==> src/rtl/rom_pkg.sv <==
package rom_pkg;

  // ************************************************
  // Sizes
  // ************************************************
  localparam int NUM_RELAYS = 2;
  localparam int NUM_ALARMS = 4;
  localparam int WIDTH_W    = 14;
  localparam int ADDR_W     = 8;
  localparam int LOG_CNT_W  = 16;
  localparam int TICK_W     = 28;

  localparam logic [WIDTH_W-1:0] WIDTH_MAX = 14'h270F;

  // ************************************************
  // Register offsets
  // ************************************************
  localparam logic [ADDR_W-1:0] OFF_CTRL     = 8'h00;
  localparam logic [ADDR_W-1:0] OFF_CMD      = 8'h04;
  localparam logic [ADDR_W-1:0] OFF_WIDTH0   = 8'h08;
  localparam logic [ADDR_W-1:0] OFF_WIDTH1   = 8'h0C;
  localparam logic [ADDR_W-1:0] OFF_SEL0     = 8'h10;
  localparam logic [ADDR_W-1:0] OFF_SEL1     = 8'h14;
  localparam logic [ADDR_W-1:0] OFF_STATUS   = 8'h18;
  localparam logic [ADDR_W-1:0] OFF_IRQ_STAT = 8'h1C;
  localparam logic [ADDR_W-1:0] OFF_IRQ_MASK = 8'h20;
  localparam logic [ADDR_W-1:0] OFF_PRIO     = 8'h24;
  localparam logic [ADDR_W-1:0] OFF_DROP_DLY = 8'h28;
  localparam logic [ADDR_W-1:0] OFF_EVT_LOG  = 8'h2C;

  // ************************************************
  // Field positions
  // ************************************************
  localparam int CTRL_MODE_POS = 0;
  localparam int CTRL_BHV_POS  = 1;
  localparam int CTRL_STRIDE   = 4;
  localparam int CMD_ON_POS    = 0;
  localparam int CMD_OFF_POS   = 1;
  localparam int CMD_STRIDE    = 2;
  localparam int STAT_RELAY_POS = 0;
  localparam int STAT_IO_POS    = 2;
  localparam int STAT_LED_POS   = 3;
  localparam int STAT_ACT_POS   = 4;
  localparam int IRQ_RELAY_POS = 0;
  localparam int IRQ_ALARM_POS = 2;
  localparam int IRQ_HIGH_POS  = 3;
  localparam int IRQ_W         = 4;
  localparam int PRIO_STRIDE   = 2;
  localparam int LOG_IDX_POS   = 0;
  localparam int LOG_PRIO_POS  = 4;
  localparam int LOG_CNT_POS   = 16;

  // ************************************************
  // Reset values
  // ************************************************
  localparam logic [WIDTH_W-1:0]    WIDTH_RST = 14'h0000;
  localparam logic [NUM_ALARMS-1:0] SEL_RST   = 4'h0;
  localparam logic [IRQ_W-1:0]      MASK_RST  = 4'h0;
  localparam logic [WIDTH_W-1:0]    DROP_RST  = 14'h0000;

  // ************************************************
  // Timing
  // ************************************************
  localparam int unsigned TICK_PERIOD_MS  = 1000;
  localparam int unsigned CLK_FREQ_KHZ    = 250000;
  localparam int unsigned TICK_CYCLES_DEF = TICK_PERIOD_MS * CLK_FREQ_KHZ;

  // ************************************************
  // Types
  // ************************************************
  typedef enum logic {
    MODE_REMOTE = 1'b0,
    MODE_EVENT  = 1'b1
  } rom_mode_t;

  typedef enum logic [1:0] {
    BHV_LATCH  = 2'b00,
    BHV_PULSE  = 2'b01,
    BHV_RETAIN = 2'b10
  } rom_bhv_t;

  typedef enum logic [1:0] {
    PRIO_LOW  = 2'b00,
    PRIO_MED  = 2'b01,
    PRIO_HIGH = 2'b10
  } rom_prio_t;

  typedef struct packed {
    rom_bhv_t  bhv;
    rom_mode_t mode;
  } rom_relay_cfg_t;

  typedef struct packed {
    logic [ADDR_W-1:0] addr;
    logic              write;
    logic              valid;
  } rom_aph_t;

endpackage

==> src/rtl/rom_sec_timer.sv <==
`timescale 1ns/100ps
module rom_sec_timer #(
  parameter int W = 14
) (
  input  wire logic         clk,      // System clock
  input  wire logic         rst_n,    // Synchronous reset
  input  wire logic         tick,     // One-second enable
  input  wire logic         load,     // Reload request
  input  wire logic [W-1:0] load_val, // Seconds to load
  output logic      [W-1:0] count     // Seconds remaining
);

  logic [W-1:0] count_ff;
  logic [W-1:0] nxt_count;

  always_comb begin
    nxt_count = count_ff;
    if (load) begin
      nxt_count = load_val;
    end else if (tick && count_ff != '0) begin
      nxt_count = count_ff - W'(1);
    end
  end

  always_ff @(posedge clk) begin
    if (!rst_n) begin
      count_ff <= '0;
    end else begin
      count_ff <= nxt_count;
    end
  end

  assign count = count_ff;

endmodule

==> src/rtl/rom_relay_ctrl.sv <==
// Operation
// - Remote mode: relays switch only by on/off commands from the bus.
// - Event mode: relay goes active when an associated alarm triggers.
// - Remote latched: relay stays closed until an off command arrives.
// - Event latched: relay opens only after associated alarms have dropped out.
// - Pulse: relay stays on for programmed seconds, 0 to 9999, then off.
// - Retentive: set command turns on, clear command alone turns off.
// - Retentive state kept in non-volatile storage and restored at power return.
// - Event mode: any alarm in the relay's selection mask triggers it.
// - Activity LED blinks steadily while the expansion module is attached.
// - Each alarm has high, medium or low priority; generated alarms are logged; of alarms new in one cycle, only the lowest index is logged, count +1.
// - Dropout needs magnitude beyond dropout setpoint for the whole dropout delay.
`timescale 1ns/100ps
module rom_relay_ctrl
  import rom_pkg::*;
#(
  parameter int unsigned TICK_CYCLES = TICK_CYCLES_DEF
) (
  input  wire logic                  clk,           // System clock
  input  wire logic                  rst_n,         // Synchronous reset
  input  wire logic                  hsel,          // AHB select
  input  wire logic [31:0]           haddr,         // AHB address
  input  wire logic [1:0]            htrans,        // AHB transfer type
  input  wire logic                  hwrite,        // AHB write
  input  wire logic [2:0]            hsize,         // AHB size
  input  wire logic [31:0]           hwdata,        // AHB write data
  input  wire logic                  hready,        // AHB bus ready
  output logic      [31:0]           hrdata,        // AHB read data
  output logic                       hreadyout,     // AHB slave ready
  output logic                       hresp,         // AHB response
  input  wire logic [NUM_ALARMS-1:0] alarm_pickup,  // Alarm pickup qualified
  input  wire logic [NUM_ALARMS-1:0] alarm_beyond,  // Magnitude beyond dropout
  input  wire logic                  io_attached,   // Expansion module present
  input  wire logic [NUM_RELAYS-1:0] nv_state_in,   // Retained relay state
  output logic      [NUM_RELAYS-1:0] nv_wr_data,    // Retained state to store
  output logic                       nv_wr_en,      // Store strobe
  output logic      [NUM_RELAYS-1:0] relay_out,     // Relay coil drive
  output logic                       io_led,        // Activity LED
  output logic                       irq            // Interrupt level
);

  // ************************************************
  // Bus slave
  // ************************************************
  rom_aph_t    aph_ff, nxt_aph;
  logic        hready_ff, nxt_hready;
  logic [31:0] hrdata_ff, nxt_hrdata;
  logic        accept, rd_do, wr_do;

  assign accept = hsel && htrans[1] && hready;
  // Reads insert one wait state because read data is registered in hrdata_ff
  assign rd_do  = aph_ff.valid && !aph_ff.write;
  assign wr_do  = aph_ff.valid && aph_ff.write;

  // ************************************************
  // Registers
  // ************************************************
  rom_relay_cfg_t [NUM_RELAYS-1:0]              cfg_ff, nxt_cfg;
  logic [NUM_RELAYS-1:0][WIDTH_W-1:0]           width_ff, nxt_width;
  logic [NUM_RELAYS-1:0][NUM_ALARMS-1:0]        sel_ff, nxt_sel;
  logic [NUM_ALARMS-1:0][1:0]                   prio_ff, nxt_prio;
  logic [WIDTH_W-1:0]                           drop_ff, nxt_drop;
  logic [IRQ_W-1:0]                             mask_ff, nxt_mask;
  logic [IRQ_W-1:0]                             stat_ff, nxt_stat;
  logic [1:0]                                   log_idx_ff, nxt_log_idx;
  logic [1:0]                                   log_prio_ff, nxt_log_prio;
  logic [LOG_CNT_W-1:0]                         log_cnt_ff, nxt_log_cnt;
  logic [NUM_RELAYS-1:0]                        cmd_on, cmd_off;
  logic [WIDTH_W-1:0]                           wr_width;

  // Out-of-range widths saturate at the documented maximum
  assign wr_width = (hwdata[31:WIDTH_W] != '0 || hwdata[WIDTH_W-1:0] > WIDTH_MAX) ?
                    WIDTH_MAX : hwdata[WIDTH_W-1:0];

  logic [NUM_ALARMS-1:0]                  act_ff, nxt_act, alarm_new, drop_done;
  logic [NUM_ALARMS-1:0][WIDTH_W-1:0]     drop_cnt;
  logic [NUM_RELAYS-1:0]                  lat_ff, nxt_lat;
  logic [NUM_RELAYS-1:0]                  ret_ff, nxt_ret;
  logic [NUM_RELAYS-1:0]                  relay_ff, nxt_relay;
  logic [NUM_RELAYS-1:0]                  trig, pulse_load;
  logic [NUM_RELAYS-1:0][WIDTH_W-1:0]     pulse_cnt;
  logic                                   restore_ff, nxt_restore;
  logic                                   nv_en_ff, nxt_nv_en;
  logic [NUM_RELAYS-1:0]                  nv_data_ff, nxt_nv_data;
  logic [TICK_W-1:0]                      tick_cnt_ff, nxt_tick_cnt;
  logic                                   tick_ff, nxt_tick;
  logic                                   led_ff, nxt_led;
  logic                                   irq_ff, nxt_irq;

  // ************************************************
  // Timers and next-state logic
  // ************************************************
  for (genvar a = 0; a < NUM_ALARMS; a++) begin : g_drop
    rom_sec_timer #(.W(WIDTH_W)) u_drop (
      .clk      (clk),
      .rst_n    (rst_n),
      .tick     (tick_ff),
      .load     (!act_ff[a] || !alarm_beyond[a]),
      .load_val (drop_ff),
      .count    (drop_cnt[a])
    );
    assign drop_done[a] = act_ff[a] && alarm_beyond[a] && drop_cnt[a] == '0;
  end
  for (genvar r = 0; r < NUM_RELAYS; r++) begin : g_pulse
    rom_sec_timer #(.W(WIDTH_W)) u_pulse (
      .clk      (clk),
      .rst_n    (rst_n),
      .tick     (tick_ff),
      .load     (pulse_load[r]),
      .load_val (width_ff[r]),
      .count    (pulse_cnt[r])
    );
  end

  always_comb begin
    nxt_aph    = accept ? rom_aph_t'{addr: haddr[ADDR_W-1:0], write: hwrite, valid: 1'b1} : '0;
    nxt_hready = !(accept && !hwrite);
    nxt_hrdata = hrdata_ff;
    nxt_cfg    = cfg_ff;
    nxt_width  = width_ff;
    nxt_sel    = sel_ff;
    nxt_prio   = prio_ff;
    nxt_drop   = drop_ff;
    nxt_mask   = mask_ff;
    cmd_on     = '0;
    cmd_off    = '0;
    if (wr_do) begin
      unique case (aph_ff.addr)
        OFF_CTRL: begin
          for (int r = 0; r < NUM_RELAYS; r++) begin
            nxt_cfg[r] = rom_relay_cfg_t'(hwdata[r*CTRL_STRIDE+CTRL_MODE_POS +: 3]);
          end
        end
        OFF_CMD: begin
          for (int r = 0; r < NUM_RELAYS; r++) begin
            cmd_on[r]  = hwdata[r*CMD_STRIDE+CMD_ON_POS];
            cmd_off[r] = hwdata[r*CMD_STRIDE+CMD_OFF_POS];
          end
        end
        OFF_WIDTH0:   nxt_width[0] = wr_width;
        OFF_WIDTH1:   nxt_width[1] = wr_width;
        OFF_SEL0:     nxt_sel[0]   = hwdata[NUM_ALARMS-1:0];
        OFF_SEL1:     nxt_sel[1]   = hwdata[NUM_ALARMS-1:0];
        OFF_IRQ_MASK: nxt_mask     = hwdata[IRQ_W-1:0];
        OFF_PRIO:     nxt_prio     = hwdata[NUM_ALARMS*PRIO_STRIDE-1:0];
        OFF_DROP_DLY: nxt_drop     = wr_width;
        default: ;
      endcase
    end
    if (rd_do) begin
      unique case (aph_ff.addr)
        OFF_CTRL: begin
          nxt_hrdata = '0;
          for (int r = 0; r < NUM_RELAYS; r++) begin
            nxt_hrdata[r*CTRL_STRIDE+CTRL_MODE_POS +: 3] = cfg_ff[r];
          end
        end
        OFF_WIDTH0:   nxt_hrdata = 32'(width_ff[0]);
        OFF_WIDTH1:   nxt_hrdata = 32'(width_ff[1]);
        OFF_SEL0:     nxt_hrdata = 32'(sel_ff[0]);
        OFF_SEL1:     nxt_hrdata = 32'(sel_ff[1]);
        OFF_STATUS: begin
          nxt_hrdata = '0;
          nxt_hrdata[STAT_RELAY_POS +: NUM_RELAYS] = relay_ff;
          nxt_hrdata[STAT_IO_POS]                  = io_attached;
          nxt_hrdata[STAT_LED_POS]                 = led_ff;
          nxt_hrdata[STAT_ACT_POS +: NUM_ALARMS]   = act_ff;
        end
        OFF_IRQ_STAT: nxt_hrdata = 32'(stat_ff);
        OFF_IRQ_MASK: nxt_hrdata = 32'(mask_ff);
        OFF_PRIO:     nxt_hrdata = 32'(prio_ff);
        OFF_DROP_DLY: nxt_hrdata = 32'(drop_ff);
        OFF_EVT_LOG: begin
          nxt_hrdata = '0;
          nxt_hrdata[LOG_IDX_POS +: 2]         = log_idx_ff;
          nxt_hrdata[LOG_PRIO_POS +: 2]        = log_prio_ff;
          nxt_hrdata[LOG_CNT_POS +: LOG_CNT_W] = log_cnt_ff;
        end
        default:      nxt_hrdata = '0;
      endcase
    end
  end

  // Alarm activity, triggers and relay behaviours
  always_comb begin
    nxt_act      = act_ff;
    alarm_new    = '0;
    for (int a = 0; a < NUM_ALARMS; a++) begin
      if (!act_ff[a] && alarm_pickup[a]) begin
        nxt_act[a]   = 1'b1;
        alarm_new[a] = 1'b1;
      end else if (drop_done[a]) begin
        nxt_act[a] = 1'b0;
      end
    end
    nxt_restore = 1'b0;
    nxt_lat     = lat_ff;
    // First cycle after reset reloads the retained state; config is at reset, so no relay shows it yet
    nxt_ret     = restore_ff ? nv_state_in : ret_ff;
    nxt_relay   = relay_ff;
    trig        = '0;
    pulse_load  = '0;
    for (int r = 0; r < NUM_RELAYS; r++) begin
      if (cfg_ff[r].mode == MODE_EVENT) begin
        trig[r] = |(alarm_new & sel_ff[r]);
        if (trig[r]) begin
          nxt_lat[r] = 1'b1;
        end else if (!(|(act_ff & sel_ff[r]))) begin
          nxt_lat[r] = 1'b0;
        end
      end else begin
        trig[r] = cmd_on[r];
        if (cmd_off[r]) begin
          nxt_lat[r] = 1'b0;
        end else if (cmd_on[r]) begin
          nxt_lat[r] = 1'b1;
        end
      end
      // Clear command releases a retained relay in either mode
      if (cmd_off[r]) begin
        nxt_ret[r] = 1'b0;
      end else if (trig[r] && cfg_ff[r].bhv == BHV_RETAIN) begin
        nxt_ret[r] = 1'b1;
      end
      pulse_load[r] = trig[r] && cfg_ff[r].bhv == BHV_PULSE;
      unique case (cfg_ff[r].bhv)
        BHV_LATCH:  nxt_relay[r] = nxt_lat[r];
        BHV_PULSE:  nxt_relay[r] = pulse_load[r] ? (width_ff[r] != '0) :
                                   (pulse_cnt[r] != '0);
        BHV_RETAIN: nxt_relay[r] = nxt_ret[r];
        default:    nxt_relay[r] = 1'b0;
      endcase
    end
    nxt_nv_en   = !restore_ff && (nxt_ret != ret_ff);
    nxt_nv_data = nxt_nv_en ? nxt_ret : nv_data_ff;
  end

  // Tick, LED, event log and interrupt
  always_comb begin
    nxt_tick     = 1'b0;
    nxt_tick_cnt = tick_cnt_ff + TICK_W'(1);
    if (tick_cnt_ff == TICK_W'(TICK_CYCLES - 1)) begin
      nxt_tick_cnt = '0;
      nxt_tick     = 1'b1;
    end
    nxt_led = io_attached ? (led_ff ^ tick_ff) : 1'b0;
    nxt_log_idx  = log_idx_ff;
    nxt_log_prio = log_prio_ff;
    nxt_log_cnt  = log_cnt_ff;
    for (int a = NUM_ALARMS - 1; a >= 0; a--) begin
      if (alarm_new[a]) begin
        nxt_log_idx  = 2'(a);
        nxt_log_prio = prio_ff[a];
      end
    end
    if (|alarm_new) begin
      nxt_log_cnt = log_cnt_ff + LOG_CNT_W'(1);
    end
    nxt_stat = stat_ff;
    if (rd_do && aph_ff.addr == OFF_IRQ_STAT) begin
      nxt_stat = '0;
    end
    // Set wins over the read clear
    nxt_stat[IRQ_RELAY_POS +: NUM_RELAYS] |= nxt_relay ^ relay_ff;
    nxt_stat[IRQ_ALARM_POS] |= |alarm_new;
    for (int a = 0; a < NUM_ALARMS; a++) begin
      nxt_stat[IRQ_HIGH_POS] |= alarm_new[a] && prio_ff[a] == PRIO_HIGH;
    end
    nxt_irq = |(nxt_stat & nxt_mask);
  end

  // ************************************************
  // Flip-flops
  // ************************************************
  always_ff @(posedge clk) begin
    if (!rst_n) begin
      aph_ff      <= '0;
      hready_ff   <= 1'b1;
      hrdata_ff   <= '0;
      cfg_ff      <= '0;
      width_ff    <= {NUM_RELAYS{WIDTH_RST}};
      sel_ff      <= {NUM_RELAYS{SEL_RST}};
      prio_ff     <= '0;
      drop_ff     <= DROP_RST;
      mask_ff     <= MASK_RST;
      stat_ff     <= '0;
      log_idx_ff  <= '0;
      log_prio_ff <= '0;
      log_cnt_ff  <= '0;
      act_ff      <= '0;
      lat_ff      <= '0;
      ret_ff      <= '0;
      relay_ff    <= '0;
      restore_ff  <= 1'b1;
      nv_en_ff    <= 1'b0;
      nv_data_ff  <= '0;
      tick_cnt_ff <= '0;
      tick_ff     <= 1'b0;
      led_ff      <= 1'b0;
      irq_ff      <= 1'b0;
    end else begin
      aph_ff      <= nxt_aph;
      hready_ff   <= nxt_hready;
      hrdata_ff   <= nxt_hrdata;
      cfg_ff      <= nxt_cfg;
      width_ff    <= nxt_width;
      sel_ff      <= nxt_sel;
      prio_ff     <= nxt_prio;
      drop_ff     <= nxt_drop;
      mask_ff     <= nxt_mask;
      stat_ff     <= nxt_stat;
      log_idx_ff  <= nxt_log_idx;
      log_prio_ff <= nxt_log_prio;
      log_cnt_ff  <= nxt_log_cnt;
      act_ff      <= nxt_act;
      lat_ff      <= nxt_lat;
      ret_ff      <= nxt_ret;
      relay_ff    <= nxt_relay;
      restore_ff  <= nxt_restore;
      nv_en_ff    <= nxt_nv_en;
      nv_data_ff  <= nxt_nv_data;
      tick_cnt_ff <= nxt_tick_cnt;
      tick_ff     <= nxt_tick;
      led_ff      <= nxt_led;
      irq_ff      <= nxt_irq;
    end
  end

  assign hrdata     = hrdata_ff;
  assign hreadyout  = hready_ff;
  assign hresp      = 1'b0;
  assign relay_out  = relay_ff;
  assign io_led     = led_ff;
  assign irq        = irq_ff;
  assign nv_wr_en   = nv_en_ff;
  assign nv_wr_data = nv_data_ff;

endmodule

==> config.mk <==
export PLATFORM = sky130hd
export DESIGN_NAME = rom_relay_ctrl
export DESIGN_NICKNAME = d
export VERILOG_FILES = /design/src/rtl/rom_pkg.sv /design/src/rtl/rom_sec_timer.sv /design/src/rtl/rom_relay_ctrl.sv
export SDC_FILE = /design/constraint.sdc
export NUM_CORES = 1
export LEC_CHECK = 0
export ABC_AREA = 1
export BUFFER_PORTS_ARGS = -buffer_cell sky130_fd_sc_hd__buf_2
export CELL_PAD_IN_SITES_DETAIL_PLACEMENT = 1
export CELL_PAD_IN_SITES_GLOBAL_PLACEMENT = 2
export CORE_UTILIZATION = 33
export DETAILED_ROUTE_END_ITERATION = 7
export GPL_ROUTABILITY_DRIVEN = 0
export HOLD_SLACK_MARGIN = 0.15
export PLACE_DENSITY = 0.89
export SKIP_LAST_GASP = 1
export SYNTH_ARGS = -nofsm -noshare
export SYNTH_HDL_FRONTEND = slang
export SYNTH_SLANG_ARGS = --single-unit
==> constraint.sdc <==
create_clock -name clk -period 2.48 [get_ports clk]
set_input_delay 0.496 -clock clk [delete_from_list [all_inputs] [get_ports clk]]
set_output_delay 0.496 -clock clk [all_outputs]
set_load 0.005 [all_outputs]
# Word-level counts from Yosys, hierarchy flattened
# Cells that the tools add are included.
totals:
  latch_bits: 0
  rom_bits: 0
  inputBits: 85
  ram_bits: 0
  output_inout_bits: 41
  mem_count: 0
  regBits: 264
  elab_cells: 249
op_classes:
  div: 0
  n_mul: 0
  bitwise: 14
  reduce_logical: 97
  n_lt_le_gt_ge: 1
  eq_ne: 21
  muxes: 64
  shift: 0
  n_addsub: 8
op_table:
  columns: ["operator", "count"]
  rows:
  - ["one-hot mux 32 bit (11 select lines)", 1]
  - ["two-way mux 14 bit", 13]
  - ["nonzero test 14 bit", 8]
  - ["subtractor 14 x 1 -> 14 bit (second input constant)", 6]
  - ["zero test 14 bit", 4]
  - ["two-way mux 1 bit", 34]
  - ["logical AND 1 bit", 33]
  - ["== test 8 x 5 -> 1 bit (second input constant)", 4]
  - ["== test 8 x 6 -> 1 bit (second input constant)", 4]
  - ["adder 28 x 1 -> 28 bit (second input constant)", 1]
  - ["== test 28 bit (second input constant)", 1]
  - ["OR reduction 4 bit", 6]
  - ["two-way mux 2 bit", 11]
  - ["nonzero test 2 bit", 11]
  - ["AND 4 bit", 5]
  - ["AND reduction 2 bit", 9]
  - ["nonzero test 18 bit", 1]
  - ["adder 16 x 1 -> 16 bit (second input constant)", 1]
  - ["== test 8 x 4 -> 1 bit (second input constant)", 2]
  - ["> comparator 14 bit (second input constant)", 1]
  - ["== test 2 bit (second input constant)", 6]
  - ["zero test 1 bit", 12]
  - ["two-way mux 4 bit", 3]
  - ["== test 8 x 3 -> 1 bit (second input constant)", 1]
  - ["other kinds (15)", 27]

# Logic depth before layout (Yosys ltp)
# Gate-level depths: netlist (run 1).
logic_depth:
  word_depth: 14
  ltp_mapped: 15
  depth_no_buf: 15

# Modules after synthesis
# A second synthesis (run 1) with hierarchy kept.
hier_totals:
  hier_cells: 2280
  hier_area_um2: 14682.8
by_module_without_submodules:
  columns: ["module", "n_inst", "cells_each", "area_per_inst_um2", "seq_area_each_um2"]
  rows:
  - ["rom_relay_ctrl", 1, 1212, 8433.1, 3563.4]
  - ["rom_sec_timer at g_drop[3].u_drop ...", 3, 180, 1042.2, 280.3]
  - ["rom_sec_timer at g_drop[0].u_drop ...", 3, 176, 1041.0, 280.3]

# Least setup slack after synthesis (run 1)
# OpenSTA, ideal clock, no wires.
synth_timing:
  path_kind: "input to register"
  from: "in hwdata[15]"
  to: "reg width_ff[22] in the netlist's numbering"
  slack_ns: 0.698
  stages: 8
  n_path_buf: 1
  required_ns: 2.365
  arrival_ns: 1.667
  path_cell_list: "nor4_1 -> nand4_1 -> nor3_1 -> o21a_1 -> buf_2 -> nand2_1 -> o21ai_0 -> inv_1"
synth_between:
  elab_chain_cells: 3
synth_lines:
  columns: ["item", "line", "text"]
  rows:
  - ["start, declared", "rom_relay_ctrl.sv:26", "input wire logic [31:0] hwdata,"]
  - ["nonzero test 18 bit", "rom_relay_ctrl.sv:72", "assign wr_width = (hwdata[31:WIDTH_W] != '0 || hwdata[WIDTH_W-1:0] > WIDTH_MAX) ?"]
  - ["logical OR 1 bit", "rom_relay_ctrl.sv:72", null]
  - ["two-way mux 14 bit", "rom_relay_ctrl.sv:72", null]
  - ["end signal, assigned", "rom_relay_ctrl.sv:281", "width_ff <= {NUM_RELAYS{WIDTH_RST}};"]
  - ["end signal, assigned", "rom_relay_ctrl.sv:306", "width_ff <= nxt_width;"]
  - ["end, declared", "rom_relay_ctrl.sv:59", "logic [NUM_RELAYS-1:0][WIDTH_W-1:0] width_ff, nxt_width;"]
# No other way between the ends.
# A chain may end at the register's enable or synchronous reset.

# Final worst setup path (run 1)
layout_timing:
  from: "reg g_drop[0].u_drop.count_ff[0]"
  to: "reg g_drop[0].u_drop.count_ff[6]"
layout_between:
  elab_chain_cells: 3
layout_lines:
  columns: ["item", "line", "text"]
  rows:
  - ["start, declared", "rom_sec_timer.sv:13", "logic [W-1:0] count_ff;"]
  - ["start signal, assigned", "rom_sec_timer.sv:29", "count_ff <= nxt_count;"]
  - ["subtractor 14 x 1 -> 14 bit / nonzero test 14 bit (equally long branches)", "rom_sec_timer.sv:21, rom_sec_timer.sv:20", null]
  - ["two-way mux 14 bit / logical AND 1 bit (equally long branches)", "rom_sec_timer.sv:20", "end else if (tick && count_ff != '0) begin"]
  - ["two-way mux 14 bit / nonzero test 2 bit (equally long branches)", null, null]
# Several ways; a longest one is shown, not always the timed one. The select of a mux whose other input is x is not followed.

==> results of run 1 <==
==> per-layer routing <==
layer | GRT usage [%] | vias to the layer above | share of wire [%]
met4 | 7.01 | 0 | 3.1
met5 | 0 | - | 0
met3 | 2.44 | 85 | 4.2
li1 | - | 6628 | -
met2 | 36.4 | 265 | 45
met1 | 30.2 | 6508 | 48
==> worst register-to-register path: stages (launching register included) <==
cell and delay, ns:
dfxtp_1 0.33, inv_1 0.12, ha_1 0.21, nand2_1 0.08, nor3_2 0.14, nand2_1 0.14
nor2_2 0.19, nand3_1 0.15, nor3_2 0.20, nor2_2 0.15, buf_12 0.17, o21ai_0 0.16
a31oi_1 0.05
==> report_power, final <==
part,total (mW),internal [mW],switching [mW]
sequential,4.38,4.30,0.0810
clock,4.93,3.08,1.86
combinational,0.986,0.334,0.652
total,10.3,7.71,2.59
==> through the flow <==
step | worst slack [ns] | instances | util [%] | hold WS [ns]
after floorplan | 0.698 | 1938 | - | 0.418
after global placement | 0.184 | 2534 | 36.5 | 0.426
after detailed placement | 0.117 | 2534 | 36.5 | 0.452
after CTS | 0.104 | 2597 | 39.5 | 0.190
after global routing | 0.0553 | 2597 | 39.5 | 0.221
final | 0.269 | 2597 | 39.5 | 0.212
==> synthesized netlist by cell type (all sizes together), types with 2 or more instances <==
cell type,instances
nor2,209
xnor2,10
buf,27
a21boi,3
nor4,16
or2,7
nand3,82
nand2,392
a31oi,37
nor3b,9
nor3,38
o22ai,26
inv,278
ha,10
o21ai,182
dfxtp,262
nand4,31
a21oi,180
o31ai,4
xor2,28
a211oi,24
a221oi,3
o211ai,18
clkbuf,41
o221ai,7
and2,2
==> how the worst min path moves through the flow <==
stage | slack (ns) | cells after the start | end
2_1_floorplan | 0.42 | 1 | tick_cnt_ff[0]
3_3_place_gp | 0.43 | 1 | tick_cnt_ff[0]
3_5_place_dp | 0.45 | 2 | hrdata[13]
4_1_cts | 0.19 | 3 | io_led
5_1_grt | 0.22 | 3 | io_led
6_report | 0.21 | 3 | io_led
==> cell type report <==
type | instances | area [um2] | area share, %
inverter | 279 | 1050 | 6.68
multi-input combinational | 1329 | 6680 | 42.6
sequential | 262 | 5250 | 33.4
timing repair buffer | 148 | 963 | 6.14
clock inverter | 10 | 180 | 1.15
tap | 525 | 657 | 4.18
clock buffer | 44 | 925 | 5.89
==> flip-flops by register name, summed over array words and instances, names as in the netlist, 2 cells and up <==
register               count
g_drop.u_drop.count       56
hrdata                    30
g_pulse.u_pulse.count     28
tick_cnt_ff               28
width_ff                  28
log_cnt_ff                16
drop_ff                   14
aph_ff                    10
prio_ff                    8
sel_ff                     8
cfg_ff                     6
act_ff                     4
mask_ff                    4
stat_ff                    4
lat_ff                     2
log_idx_ff                 2
log_prio_ff                2
nv_wr_data                 2
relay_out                  2
ret_ff                     2
==> what timing repair did <==
| action | in CTS | in global routing |
|---|---|---|
| setup buffers | 0 | 0 |
| hold endpoints to repair | 9 | 0 |
| gates resized for setup | 0 | 1 |
| hold buffers | 9 | 0 |
| endpoints found under the setup margin | 0 | 11 |
==> cells in the final DEF (no fill, tap or decap), drive strengths merged, types with 2 or more instances in the layout <==
| cell type | synthesis | final |
|---|---|---|
| nand2 | 392 | 392 |
| nor3b | 9 | 9 |
| a221oi | 3 | 3 |
| dfxtp | 262 | 262 |
| o22ai | 26 | 26 |
| xor2 | 28 | 28 |
| or2 | 7 | 7 |
| conb | 1 | 3 |
| nand4 | 31 | 31 |
| clkinv | 1 | 5 |
| buf | 27 | 139 |
| nor3 | 38 | 38 |
| a31oi | 37 | 37 |
| ha | 10 | 10 |
| xnor2 | 10 | 10 |
| o31ai | 4 | 4 |
| bufinv | 0 | 5 |
| a21oi | 180 | 180 |
| a21boi | 3 | 3 |
| nor4 | 16 | 16 |
| nand3 | 82 | 82 |
| inv | 278 | 277 |
| and2 | 2 | 2 |
| clkbuf | 41 | 44 |
| clkinvlp | 0 | 2 |
| a211oi | 24 | 24 |
| nor2 | 209 | 209 |
| dlygate4sd3 | 0 | 9 |
| o221ai | 7 | 7 |
| o211ai | 18 | 18 |
| o21ai | 182 | 182 |
==> cells by family (layout without fill, tap and decap cells) <==
group                    count (synthesis)  in the layout  synth area share (%)
AND/OR/NAND/NOR                        787            787                  26.2
AO/OA/AOI/OAI                          490            490                  20.6
buffers and inverters                  347            481                  10.2
flip-flops                             262            262                  39.5
XOR/XNOR                                38             38                  2.51
adder cells (fa/ha/maj)                 10             10                 0.943
other                                    1              3                0.0283
multiplexers                             1              1                0.0755
==> run_results.csv, run 1 <==
group,metric,value,unit
timing,slew_viol_final,0,
setup_path,crit_buf_inv,2,
detailed_routing,first_iter_violations,751,
floorplan,io_pins,126,
power,vdd_drop_max,0.375,mV
cells_and_area,area_growth,18.4,%
min_path,holdCritPathClass,"in -> reg",
power,p_leak,6.65,nW
setup_path,cp-endpoint,"g_drop[0].u_drop.count[6]",
floorplan,die_h,203,um
timing,tightestPinTransition,0.521,ns
setup_path,critPathArrivalTime,2.66,ns
grt,overflow,0,
clock_tree,root_buffer,"clkbuf_16",
clock_tree,cts_tree,"done",
setup_path,crit_fanout,13,
detailed_routing,post_drt_wl_per_cell,17.6,um
clock_tree,cts_sinks,262,
clock_tree,h-tree-depth,1,
setup_path,r2r_setup_slack,0.27,ns
timing,timing.slew.headroom,65.2,%
timing,hold_viol,0,
timing,fin_skew,0.0158,ns
timing,min_period_over_period,89.2,%
clock_tree,clk_pin_slew,0.06,ns
synthesis,synth_area_per_cell,6.85,um2
setup_path,crit_chain,"inv_1 -> ha_1 -> nand2_1 -> nor3_2 -> nand2_1 -> nor2_2 -> nand3_1 -> nor3_2 -> nor2_2 -> buf_12 -> o21ai_0 -> a31oi_1",
synthesis,syn-instance-count,1936,
placed_design,dp_hpwl,34.0,mm
synthesis,synth_ff_type,"dfxtp_1",
min_path,min-delay-start,"io_attached",
synthesis,ys_top_cells_by_area,"dfxtp_1 (40%), nand2_1 (11%), inv_1 (7.2%), a21oi_1 (6.8%), o21ai_0 (6.2%)",
clock_tree,cts_buffers,30,
synthesis,seq_area_frac_synth,39.5,%
detailed_routing,dr.pass1.iters,7,
cells_and_area,fillCellCount,5102,
floorplan,placeableCoreArea,39700,um2
flow_run,maxCapViolations,0,
detailed_routing,vias_per_cell,5.19,
timing,max_freq,452,MHz
timing,rsz0062_at_grt,"false",
grt,track_usage,22.1,%
synthesis,synth-async-reset-ratio,0,%
grt,grt_pass1_wl,73.0,mm
synthesis,syn_area,13300,um2
detailed_routing,drc,2,
detailed_routing,routed_wl,45.7,mm
synthesis,synth_cell_types,54,
power,power.density,656,nW/um2
setup_path,r2r-start,"g_drop[0].u_drop.count[0]",
cells_and_area,final_cell_area,15700,um2
cells_and_area,final_nets,2145,
cells_and_area,drive_above_1_share,12.5,%
synthesis,synth_edf_count,0,
timing,finalSetupViolations,0,
grt,antenna_found_initial,0,
timing,tns,0,ns
floorplan,initial_core_util,33.4,%
setup_path,cp-start-kind,"register",
setup_path,timing.rr.end,"g_drop[0].u_drop.count[6]",
detailed_routing,num_vias,13500,
placed_design,placed_cell_area,14500,um2
synthesis,synth_area_leader_cell,"dfxtp_1",
grt,grt_pass1_vias,13600,
synthesis,synth_seq_cells,262,
synthesis,yosysWarnings,0,
power,total_power,10.3,mW
floorplan,die_width,203,um
setup_path,startpoint,"g_drop[0].u_drop.count[0]",
timing,period_minus_slack,2.21,ns
run_status,violations,"DRC",
floorplan,fp-row-count,73,
synthesis,synth_top_area_share,39.5,%
run_status,status,"finished with violations",
setup_path,critPathCaptureType,"register",
placed_design,io_buffers,94,
setup_path,worstSetupPathType,"reg -> reg",
clock_tree,clk_latency,0.57,ns
setup_path,worstPathRequired,2.93,ns
setup_path,crit_cells,12,
detailed_routing,ant_nets,0,
grt,grt_max_degree,63,
cells_and_area,num_antenna_cells,0,
floorplan,die-area,41000,um2
setup_path,crit_slowest_cell,"dfxtp_1",
setup_path,max_stage_delay,0.33,ns
setup_path,cpLargestDelayFamily,"simple AND/OR/NAND/NOR gates",
setup_path,rr_worst_depth,12,
clock_tree,clk_path_buf_depth,3,
Note: power is estimated with default switching activity, not from simulation.
==> inputs of run 2 (changes only) <==
--- a/config.mk
+++ b/config.mk
@@ -9,12 +9,15 @@
 export BUFFER_PORTS_ARGS = -buffer_cell sky130_fd_sc_hd__buf_2
 export CELL_PAD_IN_SITES_DETAIL_PLACEMENT = 1
 export CELL_PAD_IN_SITES_GLOBAL_PLACEMENT = 2
+export CORE_ASPECT_RATIO = 1.75
 export CORE_UTILIZATION = 33
 export DETAILED_ROUTE_END_ITERATION = 7
 export GPL_ROUTABILITY_DRIVEN = 0
 export HOLD_SLACK_MARGIN = 0.15
-export PLACE_DENSITY = 0.89
+export PLACE_DENSITY = 0.9
 export SKIP_LAST_GASP = 1
+export SLEW_MARGIN = 20
 export SYNTH_ARGS = -nofsm -noshare
 export SYNTH_HDL_FRONTEND = slang
+export SYNTH_HIERARCHICAL = 1
 export SYNTH_SLANG_ARGS = --single-unit
==> run 2 against run 1 <==
The run now ends clean. Sequential power about the same. Sequential share of layout area decreased by 2.6 points. Non-clock buffer count increased by 11. Cell count increased by 15%. Flip-flop and latch count unchanged. Hold slack about the same. Setup slack got worse by 0.024 ns. Critical path depth decreased by 1. Synthesized area increased by 11%.
==> run_results.csv, run 2 <==
group,metric,value,unit
floorplan,die_width,161,um
synthesis,synth_common_cells,"nand2_1 (607), nor2_1 (305), inv_1 (270), dfxtp_1 (262), nand3_1 (176)",
cells_and_area,drive_above_1_share,12.5,%
grt,overflow,0,
timing,period_minus_slack,2.24,ns
synthesis,synth_seq_cells,262,
timing,tightestPinTransition,0.956,ns
setup_path,cp_common_cell,"nand2_1",
setup_path,crit_buf_inv,2,
setup_path,crit_slowest_cell,"dfxtp_1",
floorplan,placeableCoreArea,43600,um2
timing,timing.slew.headroom,36.2,%
synthesis,synth_ff_type,"dfxtp_1",
cells_and_area,area_growth,16.1,%
placed_design,dp.cells,2934,
clock_tree,clk_path_buf_depth,3,
setup_path,critPathCaptureType,"register",
setup_path,crit_fanout,9,
clock_tree,cts_setup_buffers,0,
setup_path,worstSetupPathType,"reg -> reg",
timing,finalSetupViolations,0,
power,power.density,587,nW/um2
power,vdd_drop_max,0.544,mV
detailed_routing,post_drt_wl_per_cell,18.4,um
clock_tree,clk_pin_slew,0.06,ns
setup_path,cp-start-kind,"register",
detailed_routing,dr.pass1.iters,5,
timing,max_freq,447,MHz
synthesis,synth_cell_types,52,
setup_path,cpLargestDelayFamily,"simple AND/OR/NAND/NOR gates",
setup_path,max_stage_delay,0.39,ns
timing,min_period_over_period,90.1,%
cells_and_area,fillCellCount,5778,
grt,grt_pass1_wl,86.6,mm
setup_path,crit_chain,"nand2_1 -> nor2_1 -> nand3_1 -> nand2_1 -> nand2_1 -> nor3_1 -> inv_1 -> buf_4 -> o21ai_0 -> o22ai_1 -> a21oi_1",
synthesis,synth_area_leader_cell,"dfxtp_1",
synthesis,seq_area_frac_synth,35.7,%
clock_tree,clk_latency,0.57,ns
cells_and_area,final_cell_mix,"nand2_1 (607), nor2_1 (303), inv_1 (270)",
detailed_routing,first_iter_violations,598,
power,total_power,10.0,mW
placed_design,dp_hpwl,42.6,mm
synthesis,yosysWarnings,6,
synthesis,synth_edf_count,0,
setup_path,critPathArrivalTime,2.74,ns
detailed_routing,ant_nets,0,
cells_and_area,final_common_cell,"nand2_1",
cells_and_area,fin_util,39.1,%
synthesis,syn-instance-count,2280,
grt,grt_max_degree,67,
setup_path,worstPathRequired,2.99,ns
cells_and_area,largest_reg_flops,56,
timing,fin_skew,0.0117,ns
synthesis,synth-async-reset-ratio,0,%
cells_and_area,num_antenna_cells,0,
cells_and_area,final_nets,2501,
synthesis,synth_area_per_cell,6.44,um2
detailed_routing,num_vias,15500,
grt,track_usage,24.4,%
floorplan,fp-row-count,101,
detailed_routing,vias_per_cell,5.17,
synthesis,yosysMostFrequentCell,"nand2_1",
run_status,status,"finished clean",
floorplan,io_pins,126,
timing,hold_viol,0,
cells_and_area,stdcell_count,2996,
placed_design,io_buffers,94,
clock_tree,cts_tree,"done",
clock_tree,cts_buffers,29,
min_path,holdCritPathClass,"in -> reg",
synthesis,synth_top_area_share,35.7,%
grt,grt_pass1_vias,16200,
detailed_routing,drc,0,
synthesis,syn_area,14700,um2
power,p_leak,7.92,nW
synthesis,ys_top_cells_by_area,"dfxtp_1 (36%), nand2_1 (16%), nor2_1 (7.8%), inv_1 (6.9%), nand3_1 (6.0%)",
floorplan,initial_core_util,33.7,%
flow_run,maxCapViolations,0,
grt,antenna_found_initial,0,
detailed_routing,routed_wl,55.1,mm
floorplan,die-area,45400,um2
clock_tree,h-tree-depth,1,
timing,slew_viol_final,0,
clock_tree,cts_sinks,262,
timing,rsz0062_at_grt,"true",
timing,tns,0,ns
floorplan,die_h,281,um
clock_tree,root_buffer,"clkbuf_16",
-- run 2: cell types whose count changed in the layout (fill, tap and decap cells not counted), moves of 14 or more --
cell,before,now
inv_1,256,270
a31oi_1,37,6
nand3b_1,0,16
nor2_1,195,303
a211oi_1,22,3
o22ai_1,26,12
o21ai_0,165,115
nand2_4,2,20
nand3_1,80,176
nand2_1,379,607
-- run 2: final cells by class --
class	count	area [um2]	area share, %
clock buffer	37	796	4.67
clock inverter	16	188	1.10
timing repair buffer	159	1050	6.13
tap	566	708	4.15
multi-input combinational	1667	7980	46.8
inverter	289	1090	6.41
sequential	262	5250	30.8
-- run 2: logic make-up after synthesis --
group	count (synthesis)	synth area share, %
fa+ha+maj	8	0.682
buf+inv	353	10.1
xor+xnor	26	1.55
other cells	1	0.0255
simple gates	1275	38.9
compound gates	355	13.0
flops	262	35.7
-- run 2: worst paths after layout --
| check | startpoint | to | slack (ns) | depth (start not counted) |
|---|---|---|---|---|
| hold reg to reg | tick_cnt_ff[0] | tick_cnt_ff[0] | 0.45 | 1 |
| setup reg to reg | aph_ff[4] | g_pulse[1].u_pulse/count[4] | 0.24 | 11 |
| hold / removal | io_attached | io_led | 0.21 | 3 |
| setup / recovery | aph_ff[4] | g_pulse[1].u_pulse/count[4] | 0.24 | 11 |
-- run 2: repair_timing --
| item | in CTS | in global routing |
|---|---|---|
| endpoints found under the setup margin | 0 | 12 |
| hold endpoints to repair | 10 | 0 |
| hold buffers | 9 | 0 |
| gates resized for setup | 0 | 2 |
-- run 2: through the flow --
step | instance area, um2 | setup slack (ns) | hold WS (ns)
after floorplan | 14700 | 0.581 | 0.417
after global placement | 16000 | 0.129 | 0.428
after detailed placement | 16000 | 0.0573 | 0.437
after CTS | 17000 | 0.172 | 0.184
after global routing | 17100 | -0.0313 | 0.203
final | 17100 | 0.245 | 0.212
-- run 2: power by group --
part | switching, mW | internal (mW) | leakage (nW)
clock | 1.89 | 2.68 | 0.495
sequential | 0.0727 | 4.27 | 2.12
combinational | 0.727 | 0.364 | 5.31
-- run 2: routing by layer --
| metal | global-route usage, % | up-vias | share of wire (%) |
|---|---|---|---|
| met1 | 23.4 | 7454 | 36 |
| met5 | 0 | - | 0 |
| met4 | 16.2 | 0 | 6.9 |
| met2 | 48.0 | 307 | 54 |
| met3 | 2.83 | 154 | 3.3 |
| li1 | - | 7584 | - |
-- run 2: worst min-delay path, cell delays in order --
cell and delay [ns]:
buf_2 0.12, nand3_1 0.08, nor2_1 0.04
==> inputs of run 3 (changes only) <==
--- a/config.mk
+++ b/config.mk
@@ -6,14 +6,13 @@
 export NUM_CORES = 1
 export LEC_CHECK = 0
 export ABC_AREA = 1
-export BUFFER_PORTS_ARGS = -buffer_cell sky130_fd_sc_hd__buf_2
+export BUFFER_PORTS_ARGS = -buffer_cell sky130_fd_sc_hd__buf_4
 export CELL_PAD_IN_SITES_DETAIL_PLACEMENT = 1
 export CELL_PAD_IN_SITES_GLOBAL_PLACEMENT = 2
 export CORE_ASPECT_RATIO = 1.75
 export CORE_UTILIZATION = 33
 export DETAILED_ROUTE_END_ITERATION = 7
 export GPL_ROUTABILITY_DRIVEN = 0
-export HOLD_SLACK_MARGIN = 0.15
 export PLACE_DENSITY = 0.9
 export SKIP_LAST_GASP = 1
 export SLEW_MARGIN = 20
==> run 3 against run 2 <==
Non-clock buffer count down 3. Cell area up 1.3%. Cell count down 0.27%. Wire length up 0.34%. Clock power up 4%. Register-to-register slack better by 0.03 ns. Flip-flop and latch count unchanged. Critical endpoint unchanged. Largest cell class unchanged.
==> run_results.csv, run 3 (same netlist as run 2, synthesis figures left out) <==
group,metric,value,unit
run_status,status,"finished clean",
grt,overflow,0,
min_path,holdCritPathClass,"in -> reg",
clock_tree,cts_tree,"done",
setup_path,r2r_setup_slack,0.28,ns
power,p_leak,7.97,nW
clock_tree,root_buffer,"clkbuf_16",
floorplan,placeableCoreArea,43600,um2
detailed_routing,post_drt_wl_per_cell,18.5,um
power,vdd_drop_max,0.498,mV
detailed_routing,routed_wl,55.3,mm
cells_and_area,num_antenna_cells,0,
timing,min_period_over_period,88.7,%
cells_and_area,final_cell_mix,"nand2_1 (607), nor2_1 (303), inv_1 (270)",
grt,antenna_found_initial,0,
power,power.density,591,nW/um2
setup_path,crit_slowest_cell,"dfxtp_1",
detailed_routing,ant_nets,0,
grt,grt_pass1_vias,16600,
clock_tree,clk_path_buf_depth,3,
clock_tree,clk_latency,0.59,ns
detailed_routing,first_iter_violations,541,
min_path,min-delay-start,"haddr[1]",
cells_and_area,drive_above_1_share,12.7,%
setup_path,worstPathRequired,2.98,ns
setup_path,timing.rr.end,"g_pulse[1].u_pulse/count[4]",
timing,fin_skew,0.0340,ns
clock_tree,cts_sinks,262,
detailed_routing,num_vias,15500,
cells_and_area,area_growth,17.6,%
timing,timing.slew.headroom,36.4,%
setup_path,r2r-start,"aph_ff[8]",
min_path,whs_path_depth,3,
detailed_routing,drc,0,
setup_path,cpLargestDelayFamily,"simple AND/OR/NAND/NOR gates",
setup_path,crit_chain,"inv_1 -> nand2_1 -> nor2_2 -> nand3_1 -> nand2_1 -> nand2_1 -> nor3_1 -> inv_1 -> buf_4 -> o21ai_0 -> o22ai_1 -> a21oi_1",
clock_tree,cts_buffers,28,
setup_path,cp_common_cell,"nand2_1",
timing,period_minus_slack,2.20,ns
setup_path,crit_fanout,9,
cells_and_area,stdcell_count,2988,
timing,hold_viol,0,
clock_tree,cts-hold-fix-buffers,0,
cells_and_area,final_common_cell,"nand2_1",
setup_path,critPathCaptureType,"register",
floorplan,fp-row-count,101,
setup_path,crit_buf_inv,3,
cells_and_area,final_nets,2497,
clock_tree,cts.repair.resized,0,
setup_path,rr_worst_depth,12,
grt,grt_pass1_wl,87.4,mm
min_path,holdPathEnd,"aph_ff[3]",
timing,finalSetupViolations,0,
timing,max_freq,454,MHz
floorplan,die_h,281,um
placed_design,io_buffers,94,
setup_path,critPathArrivalTime,2.70,ns
detailed_routing,dr.pass1.iters,5,
setup_path,cp-start-kind,"register",
grt,track_usage,24.6,%
placed_design,dp.cells,2940,
timing,tightestPinTransition,0.952,ns
clock_tree,clk_pin_slew,0.06,ns
placed_design,dp_hpwl,42.5,mm
timing,rsz0062_at_grt,"false",
flow_run,maxCapViolations,0,
cells_and_area,largest_reg_flops,56,
floorplan,die-area,45400,um2
setup_path,max_stage_delay,0.31,ns
setup_path,worstSetupPathType,"reg -> reg",
clock_tree,h-tree-depth,1,
floorplan,die_width,161,um
floorplan,io_pins,126,
timing,slew_viol_final,0,
floorplan,initial_core_util,33.7,%
grt,grt_max_degree,54,
timing,tns,0,ns
clock_tree,cts_setup_buffers,0,
detailed_routing,vias_per_cell,5.19,
==> run 3: cell count changes in the layout (fill, tap and decap cells not counted), sizes merged <==
| cell | before | now |
|---|---|---|
| dlygate4sd3 | 9 | 0 |
| buf | 150 | 156 |
| clkinv | 19 | 13 |
| bufinv | 4 | 6 |
| clkbuf | 37 | 35 |
| inv | 282 | 283 |
==> run 3: worst min-delay path, delay by kind of cell <==
| family | cells | cell delay (ns) |
|---|---|---|
| simple gates | 1 | 0.08 |
| buf+inv | 2 | 0.11 |
==> run 3: per-layer routing <==
layer | vias up | part of all wire [%] | GRT usage [%]
li1 | 7567 | - | -
met1 | 7422 | 36 | 23.6
met2 | 340 | 52 | 47.1
met3 | 180 | 3.5 | 2.85
met4 | 0 | 8.2 | 18.6
met5 | - | 0 | 0
==> run 3: layout make-up <==
class / instances / area, um2
clock inverter: 13 / 238
multi-input combinational: 1667 / 7980
tap: 566 / 708
sequential: 262 / 5250
timing repair buffer: 156 / 1230
fill: 5705 / 26300
inverter: 289 / 1090
clock buffer: 35 / 777
==> run 3: power breakdown <==
part | internal, mW | total [mW] | switching (mW)
clock network | 2.84 | 4.76 | 1.92
registers | 4.27 | 4.35 | 0.0740
logic | 0.383 | 1.10 | 0.721
==> run 3: worst max-delay path by stage <==
stage	depth (start not counted)	start	endpoint
floorplan	15	alarm_pickup[2]	g_pulse[0].u_pulse/count[10]
global placement	12	alarm_pickup[3]	log_cnt_ff[15]
detailed placement	15	alarm_pickup[2]	g_pulse[1].u_pulse/count[5]
CTS	12	aph_ff[8]	g_pulse[1].u_pulse/count[5]
global route	8	aph_ff[9]	prio_ff[7]
finish	12	aph_ff[8]	g_pulse[1].u_pulse/count[4]
==> run 3: stage by stage <==
step / area (um2) / hold slack [ns] / util, % / worst slack [ns] / power (mW)
2_1_floorplan: 14700 / 0.417 / - / 0.581 / 5.16
3_3_place_gp: 16300 / 0.425 / 37.3 / 0.184 / 5.50
3_5_place_dp: 16300 / 0.444 / 37.3 / 0.127 / 5.54
4_1_cts: 17300 / 0.126 / 39.6 / 0.183 / 10.3
5_1_grt: 17300 / 0.145 / 39.6 / 0.109 / 10.6
6_report: 17300 / 0.143 / 39.6 / 0.279 / 10.2
